[config.mk]
export PLATFORM = sky130hd
export DESIGN_NAME = dctg_timing_guard
export DESIGN_NICKNAME = d
export VERILOG_FILES = /design/src/rtl/dctg_timing_guard.v /design/src/rtl/dctg_gap_timer.v
export VERILOG_INCLUDE_DIRS = /design/src /design/src/rtl
export SDC_FILE = /design/constraint.sdc
export NUM_CORES = 1
export LEC_CHECK = 0
export BUFFER_PORTS_ARGS = -buffer_cell sky130_fd_sc_hd__buf_2
export CAP_MARGIN = 20
export CORE_UTILIZATION = 35
export DETAILED_ROUTE_END_ITERATION = 12
export PLACE_DENSITY = 0.59
export SETUP_SLACK_MARGIN = 0.3
export SYNTH_ARGS = -nofsm -noshare
export SYNTH_HDL_FRONTEND = slang
export SYNTH_HIERARCHICAL = 1
export SYNTH_SLANG_ARGS = --single-unit
[constraint.sdc]
create_clock -name i_ref_clk -period 4.6 [get_ports i_ref_clk]
set_input_delay 0.92 -clock i_ref_clk [delete_from_list [all_inputs] [get_ports i_ref_clk]]
set_output_delay 0.92 -clock i_ref_clk [all_outputs]
set_load 0.05 [all_outputs]
[src/rtl/dctg_consts.vh]
// Constants for the DDR2 command timing guard: clock, spacings, encodings.
// Assumes the device clock runs at 250 MHz; every ns figure is kept in ps.
`ifndef DCTG_CONSTS_VH
`define DCTG_CONSTS_VH

// ====================
// Clock and conversion
// ====================
`define DCTG_CLK_PS 4000
// Least times round up to whole cycles
`define DCTG_CYC_UP(ps) (((ps) + `DCTG_CLK_PS - 1) / `DCTG_CLK_PS)

// ====================
// Spacings given in time (ps)
// ====================
`define DCTG_FAW_1K_800_PS 35000
`define DCTG_FAW_1K_667_PS 37500
`define DCTG_FAW_2K_800_PS 45000
`define DCTG_FAW_2K_667_PS 50000
`define DCTG_RRD_1K_PS 7500
`define DCTG_RRD_2K_PS 10000
`define DCTG_WR_PS 15000
`define DCTG_WTR_PS 7500
`define DCTG_RTP_PS 7500
`define DCTG_XSNR_EXTRA_PS 10000
`define DCTG_OUT_ACCESS_MIN_PS (-400)
`define DCTG_OUT_ACCESS_MAX_PS 400
// Power-down termination window: least 1600 ps, longest 2 clocks + 1400 ps
`define DCTG_TERM_PD_MIN_PS (`DCTG_OUT_ACCESS_MIN_PS + 2000)
`define DCTG_TERM_PD_MAX_PS (2 * `DCTG_CLK_PS + `DCTG_OUT_ACCESS_MAX_PS + 1000)
`define DCTG_CAL_DRIVE_MAX_PS 12000
`define DCTG_MODE_TERM_MAX_PS 12000

// ====================
// Spacings given in clock cycles
// ====================
`define DCTG_CCD_CYC 8'h02
`define DCTG_XSRD_CYC 8'hc8
`define DCTG_XP_CYC 8'h02
`define DCTG_XARD_CYC 8'h02
`define DCTG_XARDS_800_CYC 8'h08
`define DCTG_XARDS_667_CYC 8'h07
`define DCTG_CKE_CYC 8'h03
`define DCTG_ANPD_CYC 8'h03
`define DCTG_AXPD_CYC 8'h08
`define DCTG_MRD_CYC 8'h02

// ====================
// Command encoding
// ====================
`define DCTG_CMD_NOP 3'h0
`define DCTG_CMD_ACT 3'h1
`define DCTG_CMD_RD 3'h2
`define DCTG_CMD_WR 3'h3
`define DCTG_CMD_PRE 3'h4
`define DCTG_CMD_REF 3'h5
`define DCTG_CMD_MRS 3'h6

// ====================
// Error vector bit positions
// ====================
`define DCTG_ERR_W 10
`define DCTG_ERR_FAW 0
`define DCTG_ERR_RRD 1
`define DCTG_ERR_CCD 2
`define DCTG_ERR_BANK 3
`define DCTG_ERR_WTR 4
`define DCTG_ERR_EXIT_ANY 5
`define DCTG_ERR_EXIT_RD 6
`define DCTG_ERR_CKE 7
`define DCTG_ERR_TERM_PD 8
`define DCTG_ERR_MRD 9

`endif

[src/rtl/dctg_timing_guard.v]
// DDR2 device-side command timing guard: termination, calibration drive,
// mode-set termination update, and flags for controller spacing faults.
// Assumes commands are sampled on i_ref_clk and valid only with CKE high, except a REF with CKE falling (self-refresh entry).
`timescale 1ns/10ps
`include "dctg_consts.vh"

module dctg_timing_guard #(
   parameter REFRESH_CYCLE_PS = 100000,
   parameter PRECHARGE_PS = 15000
) (
   input wire i_ref_clk,
   input wire i_rst_n,
   input wire i_cke,
   input wire i_term_ctrl,
   input wire i_cmd_valid,
   input wire [2:0] i_cmd,
   input wire [2:0] i_bank,
   input wire i_autoprecharge,
   input wire i_wr_data_end,
   input wire [2:0] i_wr_bank,
   input wire i_wr_autoprecharge,
   input wire i_grade_800,
   input wire i_page_2k,
   input wire i_slow_exit,
   input wire [2:0] i_additive_latency,
   input wire i_mode_term_write,
   input wire [1:0] i_mode_term_value,
   input wire i_drive_cal_mode,
   output reg o_term_enable,
   output reg [1:0] o_term_value,
   output reg o_drive_cal,
   output reg [3:0] o_power_state,
   output reg [`DCTG_ERR_W-1:0] o_timing_error
);
   // ========================================================================
   // Cycle counts
   // ========================================================================
   localparam [31:0] FAW_1K_800 = `DCTG_CYC_UP(`DCTG_FAW_1K_800_PS);
   localparam [31:0] FAW_1K_667 = `DCTG_CYC_UP(`DCTG_FAW_1K_667_PS);
   localparam [31:0] FAW_2K_800 = `DCTG_CYC_UP(`DCTG_FAW_2K_800_PS);
   localparam [31:0] FAW_2K_667 = `DCTG_CYC_UP(`DCTG_FAW_2K_667_PS);
   localparam [31:0] RRD_1K = `DCTG_CYC_UP(`DCTG_RRD_1K_PS);
   localparam [31:0] RRD_2K = `DCTG_CYC_UP(`DCTG_RRD_2K_PS);
   localparam [31:0] WR_C = `DCTG_CYC_UP(`DCTG_WR_PS);
   localparam [31:0] RP_C = `DCTG_CYC_UP(PRECHARGE_PS);
   localparam [31:0] DAL_C = WR_C + RP_C;
   localparam [31:0] WTR_C = `DCTG_CYC_UP(`DCTG_WTR_PS);
   localparam [31:0] RTP_C = `DCTG_CYC_UP(`DCTG_RTP_PS);
   localparam [31:0] XSNR_C =
      `DCTG_CYC_UP(REFRESH_CYCLE_PS + `DCTG_XSNR_EXTRA_PS);

   // Power states, one-hot
   localparam [3:0] ST_ACTIVE = 4'h1;
   localparam [3:0] ST_PRE_PD = 4'h2;
   localparam [3:0] ST_ACT_PD = 4'h4;
   localparam [3:0] ST_SELF_REF = 4'h8;

   // Slow exit count minus additive latency, floored at one cycle
   function [7:0] sub_floor1;
      input [7:0] base;
      input [2:0] lat;
      reg [7:0] diff;
      begin
         diff = base - {5'h00, lat};
         sub_floor1 = (base > {5'h00, lat} + 8'h01) ? diff : 8'h01;
      end
   endfunction

   function [7:0] max8;
      input [7:0] a;
      input [7:0] b;
      begin
         max8 = (a > b) ? a : b;
      end
   endfunction

   // ========================================================================
   // Command decode
   // ========================================================================
   reg cke_q;
   reg term_ctrl_q;
   reg [3:0] state_q;
   reg [3:0] state_d;
   reg [7:0] open_q;
   reg [1:0] faw_ptr_q;
   reg [2:0] term_sr_q;
   reg [`DCTG_ERR_W-1:0] err_d;

   wire cmd_ok = i_cmd_valid && i_cke;
   wire is_act = cmd_ok && (i_cmd == `DCTG_CMD_ACT);
   wire is_rd = cmd_ok && (i_cmd == `DCTG_CMD_RD);
   wire is_wr = cmd_ok && (i_cmd == `DCTG_CMD_WR);
   wire is_pre = cmd_ok && (i_cmd == `DCTG_CMD_PRE);
   wire is_mrs = cmd_ok && (i_cmd == `DCTG_CMD_MRS);
   wire is_any = cmd_ok && (i_cmd != `DCTG_CMD_NOP);
   wire cke_fall = cke_q && !i_cke;
   wire cke_rise = !cke_q && i_cke;
   wire sref_entry = cke_fall && i_cmd_valid && (i_cmd == `DCTG_CMD_REF);
   wire pd_entry = cke_fall && !sref_entry;

   // ========================================================================
   // Spacing timers
   // ========================================================================
   wire [3:0] faw_busy;
   wire [7:0] bank_busy;
   wire rrd_busy, ccd_busy, wtr_busy, exit_any_busy, exit_rd_busy;
   wire cke_busy, term_busy, mrd_busy, sync_term_busy;
   reg [7:0] faw_val, rrd_val, exit_any_val, exit_rd_val;
   reg exit_any_load, exit_rd_load;
   reg [7:0] bank_load;
   reg [7:0] bank_val [0:7];
   integer b;

   always @* begin
      if (i_page_2k) begin
         faw_val = i_grade_800 ? FAW_2K_800[7:0] : FAW_2K_667[7:0];
         rrd_val = RRD_2K[7:0];
      end else begin
         faw_val = i_grade_800 ? FAW_1K_800[7:0] : FAW_1K_667[7:0];
         rrd_val = RRD_1K[7:0];
      end
   end

   genvar g;
   generate
      for (g = 0; g < 4; g = g + 1) begin : faw_slot
         // Slot reused every fourth activate: busy means a fifth came early
         dctg_gap_timer u_faw (
            .i_ref_clk(i_ref_clk),
            .i_rst_n(i_rst_n),
            .i_load(is_act && (faw_ptr_q == g)),
            .i_value(faw_val),
            .o_busy(faw_busy[g])
         );
      end
      for (g = 0; g < 8; g = g + 1) begin : bank_slot
         dctg_gap_timer u_bank (
            .i_ref_clk(i_ref_clk),
            .i_rst_n(i_rst_n),
            .i_load(bank_load[g]),
            .i_value(bank_val[g]),
            .o_busy(bank_busy[g])
         );
      end
   endgenerate

   // Write recovery, auto-precharge turnaround and read-to-precharge merge
   // into one hold-off per bank; the longest outstanding one wins.
   always @* begin
      for (b = 0; b < 8; b = b + 1) begin
         bank_load[b] = 1'b0;
         bank_val[b] = 8'h00;
         if (i_wr_data_end && (i_wr_bank == b)) begin
            bank_load[b] = 1'b1;
            bank_val[b] = i_wr_autoprecharge ? DAL_C[7:0] : WR_C[7:0];
         end
         if (is_rd && (i_bank == b)) begin
            bank_load[b] = 1'b1;
            bank_val[b] = max8(bank_val[b], RTP_C[7:0]);
         end
      end
   end

   // Exit hold-offs depend on which low-power state is left
   always @* begin
      exit_any_load = 1'b0;
      exit_rd_load = 1'b0;
      exit_any_val = 8'h00;
      exit_rd_val = 8'h00;
      if (cke_rise) begin
         case (state_q)
            ST_SELF_REF: begin
               exit_any_load = 1'b1;
               exit_any_val = XSNR_C[7:0];
               exit_rd_load = 1'b1;
               exit_rd_val = `DCTG_XSRD_CYC;
            end
            ST_PRE_PD: begin
               exit_any_load = 1'b1;
               exit_any_val = `DCTG_XP_CYC;
               exit_rd_load = 1'b1;
               exit_rd_val = `DCTG_XP_CYC;
            end
            ST_ACT_PD: begin
               exit_rd_load = 1'b1;
               if (!i_slow_exit) begin
                  exit_rd_val = `DCTG_XARD_CYC;
               end else if (i_grade_800) begin
                  exit_rd_val = sub_floor1(`DCTG_XARDS_800_CYC,
                                           i_additive_latency);
               end else begin
                  exit_rd_val = sub_floor1(`DCTG_XARDS_667_CYC,
                                           i_additive_latency);
               end
            end
            default: begin
               exit_rd_load = 1'b0;
            end
         endcase
      end
   end

   dctg_gap_timer u_rrd (.i_ref_clk(i_ref_clk), .i_rst_n(i_rst_n),
      .i_load(is_act), .i_value(rrd_val), .o_busy(rrd_busy));
   dctg_gap_timer u_ccd (.i_ref_clk(i_ref_clk), .i_rst_n(i_rst_n),
      .i_load(is_rd || is_wr), .i_value(`DCTG_CCD_CYC), .o_busy(ccd_busy));
   dctg_gap_timer u_wtr (.i_ref_clk(i_ref_clk), .i_rst_n(i_rst_n),
      .i_load(i_wr_data_end), .i_value(WTR_C[7:0]), .o_busy(wtr_busy));
   dctg_gap_timer u_exit_any (.i_ref_clk(i_ref_clk), .i_rst_n(i_rst_n),
      .i_load(exit_any_load), .i_value(exit_any_val),
      .o_busy(exit_any_busy));
   dctg_gap_timer u_exit_rd (.i_ref_clk(i_ref_clk), .i_rst_n(i_rst_n),
      .i_load(exit_rd_load), .i_value(exit_rd_val), .o_busy(exit_rd_busy));
   dctg_gap_timer u_cke (.i_ref_clk(i_ref_clk), .i_rst_n(i_rst_n),
      .i_load(cke_fall || cke_rise), .i_value(`DCTG_CKE_CYC),
      .o_busy(cke_busy));
   dctg_gap_timer u_term (.i_ref_clk(i_ref_clk), .i_rst_n(i_rst_n),
      .i_load(i_term_ctrl != term_ctrl_q), .i_value(`DCTG_ANPD_CYC),
      .o_busy(term_busy));
   dctg_gap_timer u_mrd (.i_ref_clk(i_ref_clk), .i_rst_n(i_rst_n),
      .i_load(is_mrs), .i_value(`DCTG_MRD_CYC), .o_busy(mrd_busy));
   dctg_gap_timer u_axpd (.i_ref_clk(i_ref_clk), .i_rst_n(i_rst_n),
      .i_load(cke_rise && (state_q != ST_ACTIVE)),
      .i_value(`DCTG_AXPD_CYC), .o_busy(sync_term_busy));

   // ========================================================================
   // Fault detection
   // ========================================================================
   always @* begin
      err_d = {`DCTG_ERR_W{1'b0}};
      err_d[`DCTG_ERR_FAW] = is_act && faw_busy[faw_ptr_q];
      err_d[`DCTG_ERR_RRD] = is_act && rrd_busy;
      err_d[`DCTG_ERR_CCD] = (is_rd || is_wr) && ccd_busy;
      err_d[`DCTG_ERR_BANK] = (is_pre || is_act) && bank_busy[i_bank];
      err_d[`DCTG_ERR_WTR] = is_rd && wtr_busy;
      err_d[`DCTG_ERR_EXIT_ANY] = is_any && !is_rd && exit_any_busy;
      err_d[`DCTG_ERR_EXIT_RD] = is_rd && exit_rd_busy;
      err_d[`DCTG_ERR_CKE] = (cke_fall || cke_rise) && cke_busy;
      err_d[`DCTG_ERR_TERM_PD] = cke_fall && term_busy;
      err_d[`DCTG_ERR_MRD] = is_any && mrd_busy;
   end

   // ========================================================================
   // Power state
   // ========================================================================
   always @* begin
      state_d = state_q;
      case (state_q)
         ST_ACTIVE: begin
            if (sref_entry) begin
               state_d = ST_SELF_REF;
            end else if (pd_entry) begin
               // Open banks make it active power-down
               state_d = (open_q != 8'h00) ? ST_ACT_PD : ST_PRE_PD;
            end
         end
         ST_PRE_PD, ST_ACT_PD, ST_SELF_REF: begin
            if (cke_rise) begin
               state_d = ST_ACTIVE;
            end
         end
         default: begin
            state_d = ST_ACTIVE;
         end
      endcase
   end

   // ========================================================================
   // Registers and outputs
   // ========================================================================
   // Asynchronous path is kept through the exit window too, because the
   // synchronous two-cycle latency is not trustworthy until it ends.
   wire async_term = (state_q != ST_ACTIVE) || sync_term_busy;

   always @(posedge i_ref_clk or negedge i_rst_n) begin
      if (!i_rst_n) begin
         cke_q <= 1'b0;
         term_ctrl_q <= 1'b0;
         state_q <= ST_ACTIVE;
         open_q <= 8'h00;
         faw_ptr_q <= 2'h0;
         term_sr_q <= 3'h0;
         o_term_enable <= 1'b0;
         o_term_value <= 2'h0;
         o_drive_cal <= 1'b0;
         o_power_state <= ST_ACTIVE;
         o_timing_error <= {`DCTG_ERR_W{1'b0}};
      end else begin
         cke_q <= i_cke;
         term_ctrl_q <= i_term_ctrl;
         state_q <= state_d;
         o_power_state <= state_d;
         o_timing_error <= err_d;
         if (is_act) begin
            faw_ptr_q <= faw_ptr_q + 2'h1;
            open_q[i_bank] <= 1'b1;
         end else if (is_pre || ((is_rd || is_wr) && i_autoprecharge)) begin
            open_q[i_bank] <= 1'b0;
         end
         term_sr_q <= {term_sr_q[1:0], i_term_ctrl};
         if (async_term) begin
            // One cycle sits inside the 1.6 ns to 9.4 ns window
            o_term_enable <= i_term_ctrl;
         end else begin
            // Synchronous: on after 2 clocks, off after 3
            o_term_enable <= term_sr_q[1] | (o_term_enable & term_sr_q[2]);
         end
         if (is_mrs && i_mode_term_write) begin
            o_term_value <= i_mode_term_value;
         end
         o_drive_cal <= i_drive_cal_mode;
      end
   end
endmodule

[src/rtl/dctg_gap_timer.v]
// Down-counter that holds off a command class for a loaded number of cycles.
// Assumes loads come from the guard's own command decode, one clock domain.
`timescale 1ns/10ps
module dctg_gap_timer (
   input wire i_ref_clk,
   input wire i_rst_n,
   input wire i_load,
   input wire [7:0] i_value,
   output wire o_busy
);
   reg [7:0] cnt_q;
   reg [7:0] cnt_d;
   reg [7:0] dec;

   // ========================================================================
   // Counter
   // ========================================================================
   // Busy for value-1 edges, so a command N cycles on is legal; a new
   // load only extends the hold-off, a shorter one never cuts it
   always @* begin
      dec = (cnt_q != 8'h00) ? cnt_q - 8'h01 : 8'h00;
      cnt_d = dec;
      if (i_load && (i_value > dec + 8'h01)) begin
         cnt_d = i_value - 8'h01;
      end
   end

   always @(posedge i_ref_clk or negedge i_rst_n) begin
      if (!i_rst_n) begin
         cnt_q <= 8'h00;
      end else begin
         cnt_q <= cnt_d;
      end
   end

   assign o_busy = (cnt_q != 8'h00);
endmodule

==> run metrics, run 1 <==
classification of the worst-slack hold path flop to flop; wire length reported by the detailed router 46600 um; floorplan die area 64100 sq um; fill cell total of the finished layout 6326; number of clock sinks 200; count of instances resized after the clock tree is built 0; final hold violation count 0; area of the multi-input gates 17790 sq um; Avg Synthesized Cell Area 8.846 sq um; CTS Hold Buffers Added 0; top cell family by delay on the critical path simple AND/OR/NAND/NOR gates; worst-path maximum fanout 8; first-pass GRT wire length 80090 um; final cell utilization of the core 40.85%; worst reg2reg startpoint bank_slot[7].u_bank/cnt_q[1]; first element of the critical path bank_slot[7].u_bank/cnt_q[1]; number of routed nets with antenna violations 0; DRC viols 0; sort of element at the start of the critical path flop; DRT iter0 DRCs 572; count of state elements after synthesis 200; cells taking the most area after synthesis sky130_fd_sc_hd__dfrtp_1 (23%), sky130_fd_sc_hd__ha_1 (14%), sky130_fd_sc_hd__mux2i_1 (8.6%), sky130_fd_sc_hd__xor2_1 (6.7%), sky130_fd_sc_hd__xnor2_1 (5.2%); combinational share of power 63.7%; highest clock frequency the design can meet 0.2731 GHz; Netlist Area Pre-Place 22080 sq um; number of I/O port buffers 44; Synth Instances 2496; crit path DAT 4.03 ns; most common cell type on the critical path sky130_fd_sc_hd__ha_1; endpoint kind of the worst setup timing path flop; power density relative to cell area 564.9 nW/um^2; critical path type flop to flop; Synth Warn # 6; Most used DFF post-synth sky130_fd_sc_hd__dfrtp_1; worst rel slew slack 37.57%; setup violation total in the final timing report 0; IO Count 45; Max rail drop VDD 0.3917 mV; final cycle utilization of the critical path 79.59%; RSZ-0062 raised after global routing false; largest area contributor in the synthesized netlist sky130_fd_sc_hd__dfrtp_1; internal power consumption 7370 uW; time the final worst path needs with I/O delays and setup 3.661 ns; clock transition at the registers of the reported paths 0.08 ns; via count of the first global-routing pass 16760; count of flip-flops with a built-in enable after synthesis 0; cell with the biggest individual delay on the critical path sky130_fd_sc_hd__o311a_1; number of distinct library cell variants in the gate-level netlist after synthesis 60; number of CTS-inserted buffers 17; net switching component of the power 6950 uW; post-CTS setup-driven buffer insertion count 0; Area Overhead vs Synth 14.81%; area occupied by registers 5006 sq um; total iterations of the first detailed-routing run 5; post-synthesis adder-cell area fraction 13.54%; number of H-tree branching levels 4; Yosys top cell area share 22.55%; TritonCTS clock tree yes; global-route usage over all layers 15.15%; outcome completed; Worst Hold Launch term_sr_q[1]; Clock power frac 10.5%; total congestion overflow after global routing 0; share of total power in sequential cells 25.8%; RePlAce Congestion 0.8154; area fraction in and, or, nand and nor cells after synthesis 23.98%; DP Wirelength 37200 um; Post-Route Setup TNS 0 ns; share of final-layout standard cells stronger than drive strength 1 9.641%; area fraction in compound gates after synthesis 11.51%; clock tree skew after final layout 0.01125 ns; number of rows in the core area 91; setup slack of the worst register-to-register path 0.94 ns; mux cell area share after synthesis 12.29%; post-detailed-route via-to-cell ratio 4.606; share of total power consumed by net switching 48.53%; total via count after detailed routing 17570; initial core utilization 35.58%; overall die width 253.2 um; net count reported at finish 3230; dominant combinational cell family by area after synthesis simple AND/OR/NAND/NOR gates; CP bufs+invs 1; cell breakdown of the critical path inv_1, ha_1, nor3b_1, nand2_1, o2111ai_2, nor2_2, xor2_1, ha_1, nand4_1, nor3_1, a31oi_1, o311a_1, mux2_1; initial antenna violation count 6; fraction of the yosys area taken by sequential cells 22.67%; slew at the pin closest to its max-slew limit 0.9364 ns; share of flip-flops with an asynchronous set or reset after synthesis 100.0%; maximum root-to-sink buffer count 2; static leakage power 0.01163 uW; data required time of the worst path 4.97 ns; average wire per standard cell 12.22 um; largest stage delay on the critical path 0.52 ns; Max Slew Vio Count 0; root cell of the clock tree sky130_fd_sc_hd__clkbuf_16; maximum number of pins on one net before global-route repair 105; xor/xnor cell area share of the yosys netlist 11.86%; count of maximum capacitance violations 0; height of the die 253.2 um; Placeable Area 62050 sq um; clock latency reported for the late side of the worst-skew pair 0.49 ns
-- Yosys cell counts (23+ instances only) --
library cell	count
sky130_fd_sc_hd__nand2b_1	46
sky130_fd_sc_hd__nand3_1	70
sky130_fd_sc_hd__nand2_1	291
sky130_fd_sc_hd__nor2b_1	26
sky130_fd_sc_hd__o21ai_0	69
sky130_fd_sc_hd__nor3b_1	48
sky130_fd_sc_hd__mux2i_1	189
sky130_fd_sc_hd__xnor2_1	130
sky130_fd_sc_hd__dfrtp_1	199
sky130_fd_sc_hd__nor2_1	167
sky130_fd_sc_hd__inv_1	137
sky130_fd_sc_hd__xor2_1	169
sky130_fd_sc_hd__nand4_1	23
sky130_fd_sc_hd__buf_2	23
sky130_fd_sc_hd__nor4b_1	25
sky130_fd_sc_hd__ha_1	239
sky130_fd_sc_hd__nor3_1	69
sky130_fd_sc_hd__nor4_1	24
sky130_fd_sc_hd__a21oi_1	93
-- registers in the layout, summed over array words and instances, names as in the netlist, 8 cells and up, named ones only --
register	count
bank_slot.u_bank/cnt_q	64
faw_slot.u_faw/cnt_q	32
o_timing_error	10
u_axpd/cnt_q	8
u_ccd/cnt_q	8
u_cke/cnt_q	8
u_exit_any/cnt_q	8
u_exit_rd/cnt_q	8
u_mrd/cnt_q	8
u_rrd/cnt_q	8
u_term/cnt_q	8
u_wtr/cnt_q	8
-- logic make-up after synthesis --
kind of cell	count (synthesis)
AO/OA/AOI/OAI	362
XOR/XNOR	299
adder cells (fa/ha/maj)	239
buffers and inverters	189
flip-flops	200
multiplexers	238
other	2
AND/OR/NAND/NOR	967
-- layout make-up --
type                       instances  share of cell area, %
tap                              837                  4.131
clock inverter                    14                 0.4491
multi-input combinational       2537                  70.18
inverter                         137                  2.029
sequential                       200                  19.75
clock buffer                      18                  1.693
antenna                            1               0.009871
timing repair buffer              71                  1.757
-- cell usage in the layout (no fill, tap or decap), types with 22 or more instances in the layout --
cell type                  count
sky130_fd_sc_hd__xor2_1      169
sky130_fd_sc_hd__nand2b_1     46
sky130_fd_sc_hd__o311a_1      22
sky130_fd_sc_hd__buf_2        43
sky130_fd_sc_hd__a21oi_1      93
sky130_fd_sc_hd__inv_1       137
sky130_fd_sc_hd__conb_1      432
sky130_fd_sc_hd__mux2i_1     189
sky130_fd_sc_hd__dfrtp_1     199
sky130_fd_sc_hd__xnor2_1     130
sky130_fd_sc_hd__nor4b_1      24
sky130_fd_sc_hd__nand2_1     291
sky130_fd_sc_hd__nand3_1      70
sky130_fd_sc_hd__nor3b_1      47
sky130_fd_sc_hd__nor2_1      167
sky130_fd_sc_hd__nand4_1      23
sky130_fd_sc_hd__nor3_1       69
sky130_fd_sc_hd__nor2b_1      26
sky130_fd_sc_hd__mux2_1       22
sky130_fd_sc_hd__ha_1        239
sky130_fd_sc_hd__or3_1        22
sky130_fd_sc_hd__nor4_1       24
sky130_fd_sc_hd__o22ai_1      22
sky130_fd_sc_hd__buf_4        26
sky130_fd_sc_hd__o21ai_0      69
-- metrics by stage --
step	hold WS, ns	cell area [sq um]	std cells	setup WS (ns)	total power, uW
2_1_floorplan	0.3544	23690	2926	0.4778	11200
3_3_place_gp	0.3590	24810	3782	0.6953	12690
3_5_place_dp	0.3862	24810	3782	0.6136	12740
4_1_cts	0.3987	25350	3814	0.9254	14360
5_1_grt	0.4261	25350	3814	0.5320	15950
6_report	0.3925	25350	3815	0.9387	14320
-- final timing paths --
path | endpoint | cells past startpoint
max reg2reg | bank_slot[7].u_bank/cnt_q[2] | 13
min in group asynchronous | u_term/cnt_q[7] | 1
max | bank_slot[7].u_bank/cnt_q[2] | 13
min | term_sr_q[2] | 0
max in group asynchronous | state_q[0] | 2
min reg2reg | term_sr_q[2] | 0
-- worst register-to-register path, cell delays in order, from the launching register on --
cell and delay, ns:
sky130_fd_sc_hd__dfrtp_1 0.44, sky130_fd_sc_hd__inv_1 0.14, sky130_fd_sc_hd__ha_1 0.21, sky130_fd_sc_hd__nor3b_1 0.40, sky130_fd_sc_hd__nand2_1 0.35, sky130_fd_sc_hd__o2111ai_2 0.24, sky130_fd_sc_hd__nor2_2 0.06, sky130_fd_sc_hd__xor2_1 0.15
sky130_fd_sc_hd__ha_1 0.30, sky130_fd_sc_hd__nand4_1 0.14, sky130_fd_sc_hd__nor3_1 0.06, sky130_fd_sc_hd__a31oi_1 0.17, sky130_fd_sc_hd__o311a_1 0.52, sky130_fd_sc_hd__mux2_1 0.37
-- routing by layer --
layer,vias up,global-route usage [%],part of all wire (%)
li1,9411,-,-
met1,7987,20.09,50
met2,119,25.09,45
met3,44,2.827,3.0
met4,10,3.983,1.4
met5,-,0,0.13
-- power by group through the flow --
stage	logic, uW	clock network [uW]	registers, uW
floorplan	7820	0	3380
detailed placement	9020	0	3720
CTS	9090	1570	3690
global placement	8960	0	3730
finish	9120	1500	3700
global route	10500	1620	3860
(Power assumes the default switching activity.)
==> run 2: changes to the inputs <==
Settings changed: PLACE_DENSITY 0.59 to 0.6.
Clock period 4.6 ns to 3 ns, I/O delays scaled along.
==> run 2 against run 1 <==
- the run now ends with negative setup slack left
- final cell count grew 8.2%
- critical path depth unchanged
- register-to-register slack got worse by 1.0 ns
- maximum frequency rose by 19%
- total power up 79%
- sequential cell count unchanged
- non-clock buffer count grew 309
- design area rose by 15%
- global-route usage grew 1.3 points
- highest routed layer unchanged
==> run metrics, run 2 (synthesized netlist as in run 1, its figures left out) <==
number of H-tree branching levels 4; root cell of the clock tree sky130_fd_sc_hd__clkbuf_16; static leakage power 0.01344 uW; via count of the first global-routing pass 17980; CP bufs+invs 1; classification of the worst-slack hold path input port to async pin; most common cell after layout, fill and taps aside sky130_fd_sc_hd__conb_1; top cell family by delay on the critical path simple AND/OR/NAND/NOR gates; largest stage delay on the critical path 0.45 ns; first element of the critical path faw_slot[2].u_faw/cnt_q[0]; Max rail drop VDD 0.6699 mV; maximum root-to-sink buffer count 2; worst-path maximum fanout 4; Final Worst Setup Slack -0.07220 ns; RSZ-0062 raised after global routing true; total congestion overflow after global routing 0; overall die width 253.2 um; total via count after detailed routing 18930; number of flip-flops in the largest register 64; RePlAce Congestion 0.8205; DRT iter0 DRCs 717; power density relative to cell area 881.5 nW/um^2; maximum number of pins on one net before global-route repair 65; failing checks negative setup slack; TritonCTS clock tree yes; CTS Hold Buffers Added 0; DRC viols 0; number of routed nets with antenna violations 0; fill cell total of the finished layout 6039; setup violation total in the final timing report 5; Area Overhead vs Synth 31.80%; IO Count 45; endpoint kind of the worst setup timing path flop; final cycle utilization of the critical path 102.4%; biggest regs bank_slot.u_bank/cnt_q x64, faw_slot.u_faw/cnt_q x32, o_timing_error x10; first-pass GRT wire length 86480 um; clock tree skew after final layout 0.008478 ns; Max Slew Vio Count 0; floorplan die area 64100 sq um; clock transition at the registers of the reported paths 0.08 ns; height of the die 253.2 um; number of I/O port buffers 44; DP Wirelength 39970 um; highest clock frequency the design can meet 0.3255 GHz; clock latency reported for the late side of the worst-skew pair 0.50 ns; final hold violation count 0; total iterations of the first detailed-routing run 7; cell breakdown of the critical path inv_2, ha_4, or4b_1, a21oi_2, o2111ai_2, nor2_2, xor2_1, ha_1, nand4_1, nor3_1, a31oi_1, o311a_1, mux2_1; cell area reported after detailed placement 26870 sq um; area of all placed cells without fillers 29100 sq um; data required time of the worst path 3.39 ns; initial antenna violation count 9; Placeable Area 62050 sq um; number of clock sinks 200; overall power after layout 25650 uW; initial core utilization 35.58%; cell with the biggest individual delay on the critical path sky130_fd_sc_hd__or4b_1; commonest non-fill, non-tap cells in the layout sky130_fd_sc_hd__conb_1 (432), sky130_fd_sc_hd__buf_4 (286), sky130_fd_sc_hd__nand2_1 (276); register with the most flip-flops bank_slot.u_bank/cnt_q; sort of element at the start of the critical path flop; critical path type flop to flop; average wire per standard cell 12.49 um; net count reported at finish 3539; count of maximum capacitance violations 0; worst rel slew slack 49.88%; time the final worst path needs with I/O delays and setup 3.072 ns; wire length reported by the detailed router 51530 um; number of rows in the core area 91; post-detailed-route via-to-cell ratio 4.589; worst reg2reg startpoint faw_slot[2].u_faw/cnt_q[0]; slew at the pin closest to its max-slew limit 0.7449 ns; Post-Route Setup TNS -0.09692 ns; outcome finished with violations; number of CTS-inserted buffers 17; crit path DAT 3.46 ns; share of final-layout standard cells stronger than drive strength 1 24.44%; global-route usage over all layers 16.41%
## run 2: where the power goes
part	internal, uW	total (uW)	switching (uW)
registers	3810	5660	1850
clock network	1280	2470	1190
logic	8660	17500	8860
total	13700	25700	11900
## run 2: area by class of cell
class	instances	area [sq um]	share of cell area, %
multi-input combinational	2537	18960	65.15
sequential	200	5010	17.22
timing repair buffer	380	2967	10.19
tap	837	1047	3.599
inverter	137	514.2	1.767
clock buffer	19	452.9	1.556
clock inverter	13	143.9	0.4945
antenna	3	7.507	0.02580
## run 2: repair_timing
action,in CTS,in global routing
pin swaps,76,59
gates cloned,0,0
resized for setup,92,100
buffers inserted,77,24
endpoints found under the setup margin,168,168
## run 2: through the flow
step | std cells | utilization [%] | setup slack [ns] | hold WS (ns)
after CTS | 4099 | 45.75 | -0.05476 | 0.03328
after detailed placement | 3990 | 43.29 | -0.03433 | 0.3654
after global routing | 4125 | 46.89 | -0.2403 | 0.07749
after global placement | 3990 | 43.29 | -0.003257 | 0.3584
final | 4126 | 46.90 | -0.07220 | 0.02422
after floorplan | 2926 | - | 0.006690 | 0.3044
## run 2: path summary, 6_finish.rpt
path	cells past startpoint	slack, ns	to
min in group i_ref_clk	1	0.20	o_drive_cal
max in group asynchronous	2	2.20	u_mrd/cnt_q[7]
min reg2reg	0	0.38	term_sr_q[2]
max reg2reg	13	-0.07	faw_slot[2].u_faw/cnt_q[2]
max	13	-0.07	faw_slot[2].u_faw/cnt_q[2]
min	1	0.02	u_wtr/cnt_q[5]
## run 2: layer usage
layer	wire, um	track usage, %	part of all wire (%)	vias up
met5	86	0	0.17	-
li1	-	-	-	10040
met1	24760	21.82	48	8683
met3	1491	2.765	2.9	47
met4	841	4.814	1.6	12
met2	24350	27.08	47	155
==> run 3: changes to the inputs <==
Settings changed: REMOVE_ABC_BUFFERS set to 1.
==> run 3 against run 2 <==
- the flow still finishes with violations (negative setup slack)
- final cell count rose by 1.3%
- global-route usage rose by 0.086 points
- clock skew grew 0.0021 ns
- non-clock buffer count up 56
- highest routed layer unchanged
- largest power group unchanged
- sequential power is essentially flat
- total power increased by 1.4%
- combinational power grew 3%
- clock power fell by 3%
- core utilization rose by 0.68 points
- count of clock-buffer cells in the layout fell by 1
- critical endpoint is now bank_slot[0].u_bank/cnt_q[4]
==> run metrics, run 3 (synthesized netlist as in run 1, its figures left out) <==
Clock power frac 9.2%; register with the most flip-flops bank_slot.u_bank/cnt_q; initial core utilization 35.58%; CTS Hold Buffers Added 0; final cell utilization of the core 47.58%; height of the die 253.2 um; classification of the worst-slack hold path input port to async pin; number of flip-flops in the largest register 64; most common cell after layout, fill and taps aside sky130_fd_sc_hd__conb_1; worst rel slew slack 54.05%; slew at the pin closest to its max-slew limit 0.6830 ns; setup slack of the worst register-to-register path -0.05 ns; DRT iter0 DRCs 726; outcome finished with violations; total iterations of the first detailed-routing run 7; failing checks negative setup slack; via count of the first global-routing pass 18760; global-route usage over all layers 16.49%; Area Overhead vs Synth 33.71%; maximum number of pins on one net before global-route repair 69; clock latency reported for the late side of the worst-skew pair 0.52 ns; time the final worst path needs with I/O delays and setup 3.047 ns; fill cell total of the finished layout 5978; share of total power consumed by net switching 46.42%; data required time of the worst path 3.44 ns; first-pass GRT wire length 87200 um; initial antenna violation count 4; net switching component of the power 12080 uW; maximum root-to-sink buffer count 2; total via count after detailed routing 19120; number of placed cells counting well taps 4062; depth of the most critical reg-to-reg path 13; Max rail drop VDD 0.6186 mV; Placeable Area 62050 sq um; floorplan die area 64100 sq um; commonest non-fill, non-tap cells in the layout sky130_fd_sc_hd__conb_1 (432), sky130_fd_sc_hd__buf_4 (334), sky130_fd_sc_hd__nand2_1 (275); Worst R2R End bank_slot[0].u_bank/cnt_q[4]; DP Wirelength 40230 um; overall die width 253.2 um; final cycle utilization of the critical path 101.6%; IO Count 45; number of routed nets with antenna violations 0; highest clock frequency the design can meet 0.3282 GHz; post-detailed-route via-to-cell ratio 4.575; crit path DAT 3.48 ns; power density relative to cell area 881.1 nW/um^2; wire length reported by the detailed router 51500 um; critical path type flop to flop; area of all placed cells without fillers 29520 sq um; static leakage power 0.01373 uW; final hold violation count 0; internal power consumption 13940 uW; average wire per standard cell 12.32 um; clock transition at the registers of the reported paths 0.08 ns; setup violation total in the final timing report 9; number of clock sinks 200; net count reported at finish 3595; worst reg2reg startpoint bank_slot[0].u_bank/cnt_q[1]; sort of element at the start of the critical path flop; share of final-layout standard cells stronger than drive strength 1 25.46%; number of I/O port buffers 44; count of maximum capacitance violations 0; biggest regs bank_slot.u_bank/cnt_q x64, faw_slot.u_faw/cnt_q x32, o_timing_error x10; number of CTS-inserted buffers 17; antenna cell count 0; Final Worst Setup Slack -0.04729 ns; total congestion overflow after global routing 0; share of total power in sequential cells 21.7%; DRC viols 0; filler-free cell count of the finished design 4179; combinational share of power 69.1%; Max Slew Vio Count 0; RePlAce Congestion 0.8298; TritonCTS clock tree yes; endpoint kind of the worst setup timing path flop; RSZ-0062 raised after global routing true; overall power after layout 26010 uW; clock tree skew after final layout 0.01054 ns; number of H-tree branching levels 4; cell area reported after detailed placement 26940 sq um; worst-path maximum fanout 5; number of rows in the core area 91; root cell of the clock tree sky130_fd_sc_hd__clkbuf_16
run 3: metal layers:
metal	up-vias	wire length, um	global-route usage [%]
met4	4	668	4.502
met1	8800	24850	21.20
met5	-	27	0
met3	37	1103	2.303
met2	144	24860	28.64
li1	10140	-	-
run 3: critical path, cell delays in order, from the launching register on:
cell,delay (ns)
sky130_fd_sc_hd__dfrtp_1,0.41
sky130_fd_sc_hd__buf_6,0.13
sky130_fd_sc_hd__or4_4,0.55
sky130_fd_sc_hd__nor2_4,0.14
sky130_fd_sc_hd__nand2_2,0.08
sky130_fd_sc_hd__mux2i_4,0.19
sky130_fd_sc_hd__xor2_1,0.15
sky130_fd_sc_hd__ha_1,0.31
sky130_fd_sc_hd__nand4_1,0.16
sky130_fd_sc_hd__nor3_2,0.05
sky130_fd_sc_hd__a31oi_1,0.15
sky130_fd_sc_hd__o311a_1,0.29
sky130_fd_sc_hd__buf_6,0.16
sky130_fd_sc_hd__mux2i_1,0.19
run 3: through the flow:
step	hold slack (ns)	TNS, ns	setup WS [ns]
6_report	0.03936	-0.2373	-0.04729
5_1_grt	0.06697	-16.20	-0.2131
3_3_place_gp	0.3692	-9.842	-0.2176
4_1_cts	0.04505	-0.1527	-0.02379
2_1_floorplan	0.3044	-9.745	-0.8506
3_5_place_dp	0.3690	-12.45	-0.2551
run 3: cell type report:
cell class,instances,area [sq um],share of cell area (%)
tap,837,1047,3.547
timing repair buffer,436,3426,11.60
clock inverter,14,140.1,0.4747
clock buffer,18,429.2,1.454
inverter,137,514.2,1.742
multi-input combinational,2537,18960,64.22
sequential,200,5006,16.96
run 3: worst max-delay path by stage:
stage	start	endpoint	slack, ns	cells past startpoint
after global routing	bank_slot[3].u_bank/cnt_q[1]	bank_slot[3].u_bank/cnt_q[3]	-0.21	14
after global placement	i_cke	u_exit_rd/cnt_q[2]	-0.22	12
after CTS	bank_slot[0].u_bank/cnt_q[1]	bank_slot[0].u_bank/cnt_q[4]	-0.02	14
final	bank_slot[0].u_bank/cnt_q[1]	bank_slot[0].u_bank/cnt_q[4]	-0.05	13
after floorplan	i_cke	u_exit_any/cnt_q[2]	-0.85	9
after detailed placement	i_cke	u_exit_rd/cnt_q[2]	-0.26	12
run 3: power groups by stage:
stage | logic [uW] | clock network, uW | registers [uW]
6_report | 18000 | 2400 | 5650
3_5_place_dp | 15800 | 0 | 5390
2_1_floorplan | 11400 | 0 | 5400
3_3_place_gp | 15600 | 0 | 5390
5_1_grt | 20300 | 2580 | 5850
4_1_cts | 17000 | 2500 | 5450
run 3: repair_timing:
item,CTS,global route
gates resized for setup,180,141
pin swaps,105,76
gates cloned,0,0
setup buffers,59,26
endpoints found under the setup margin,168,168
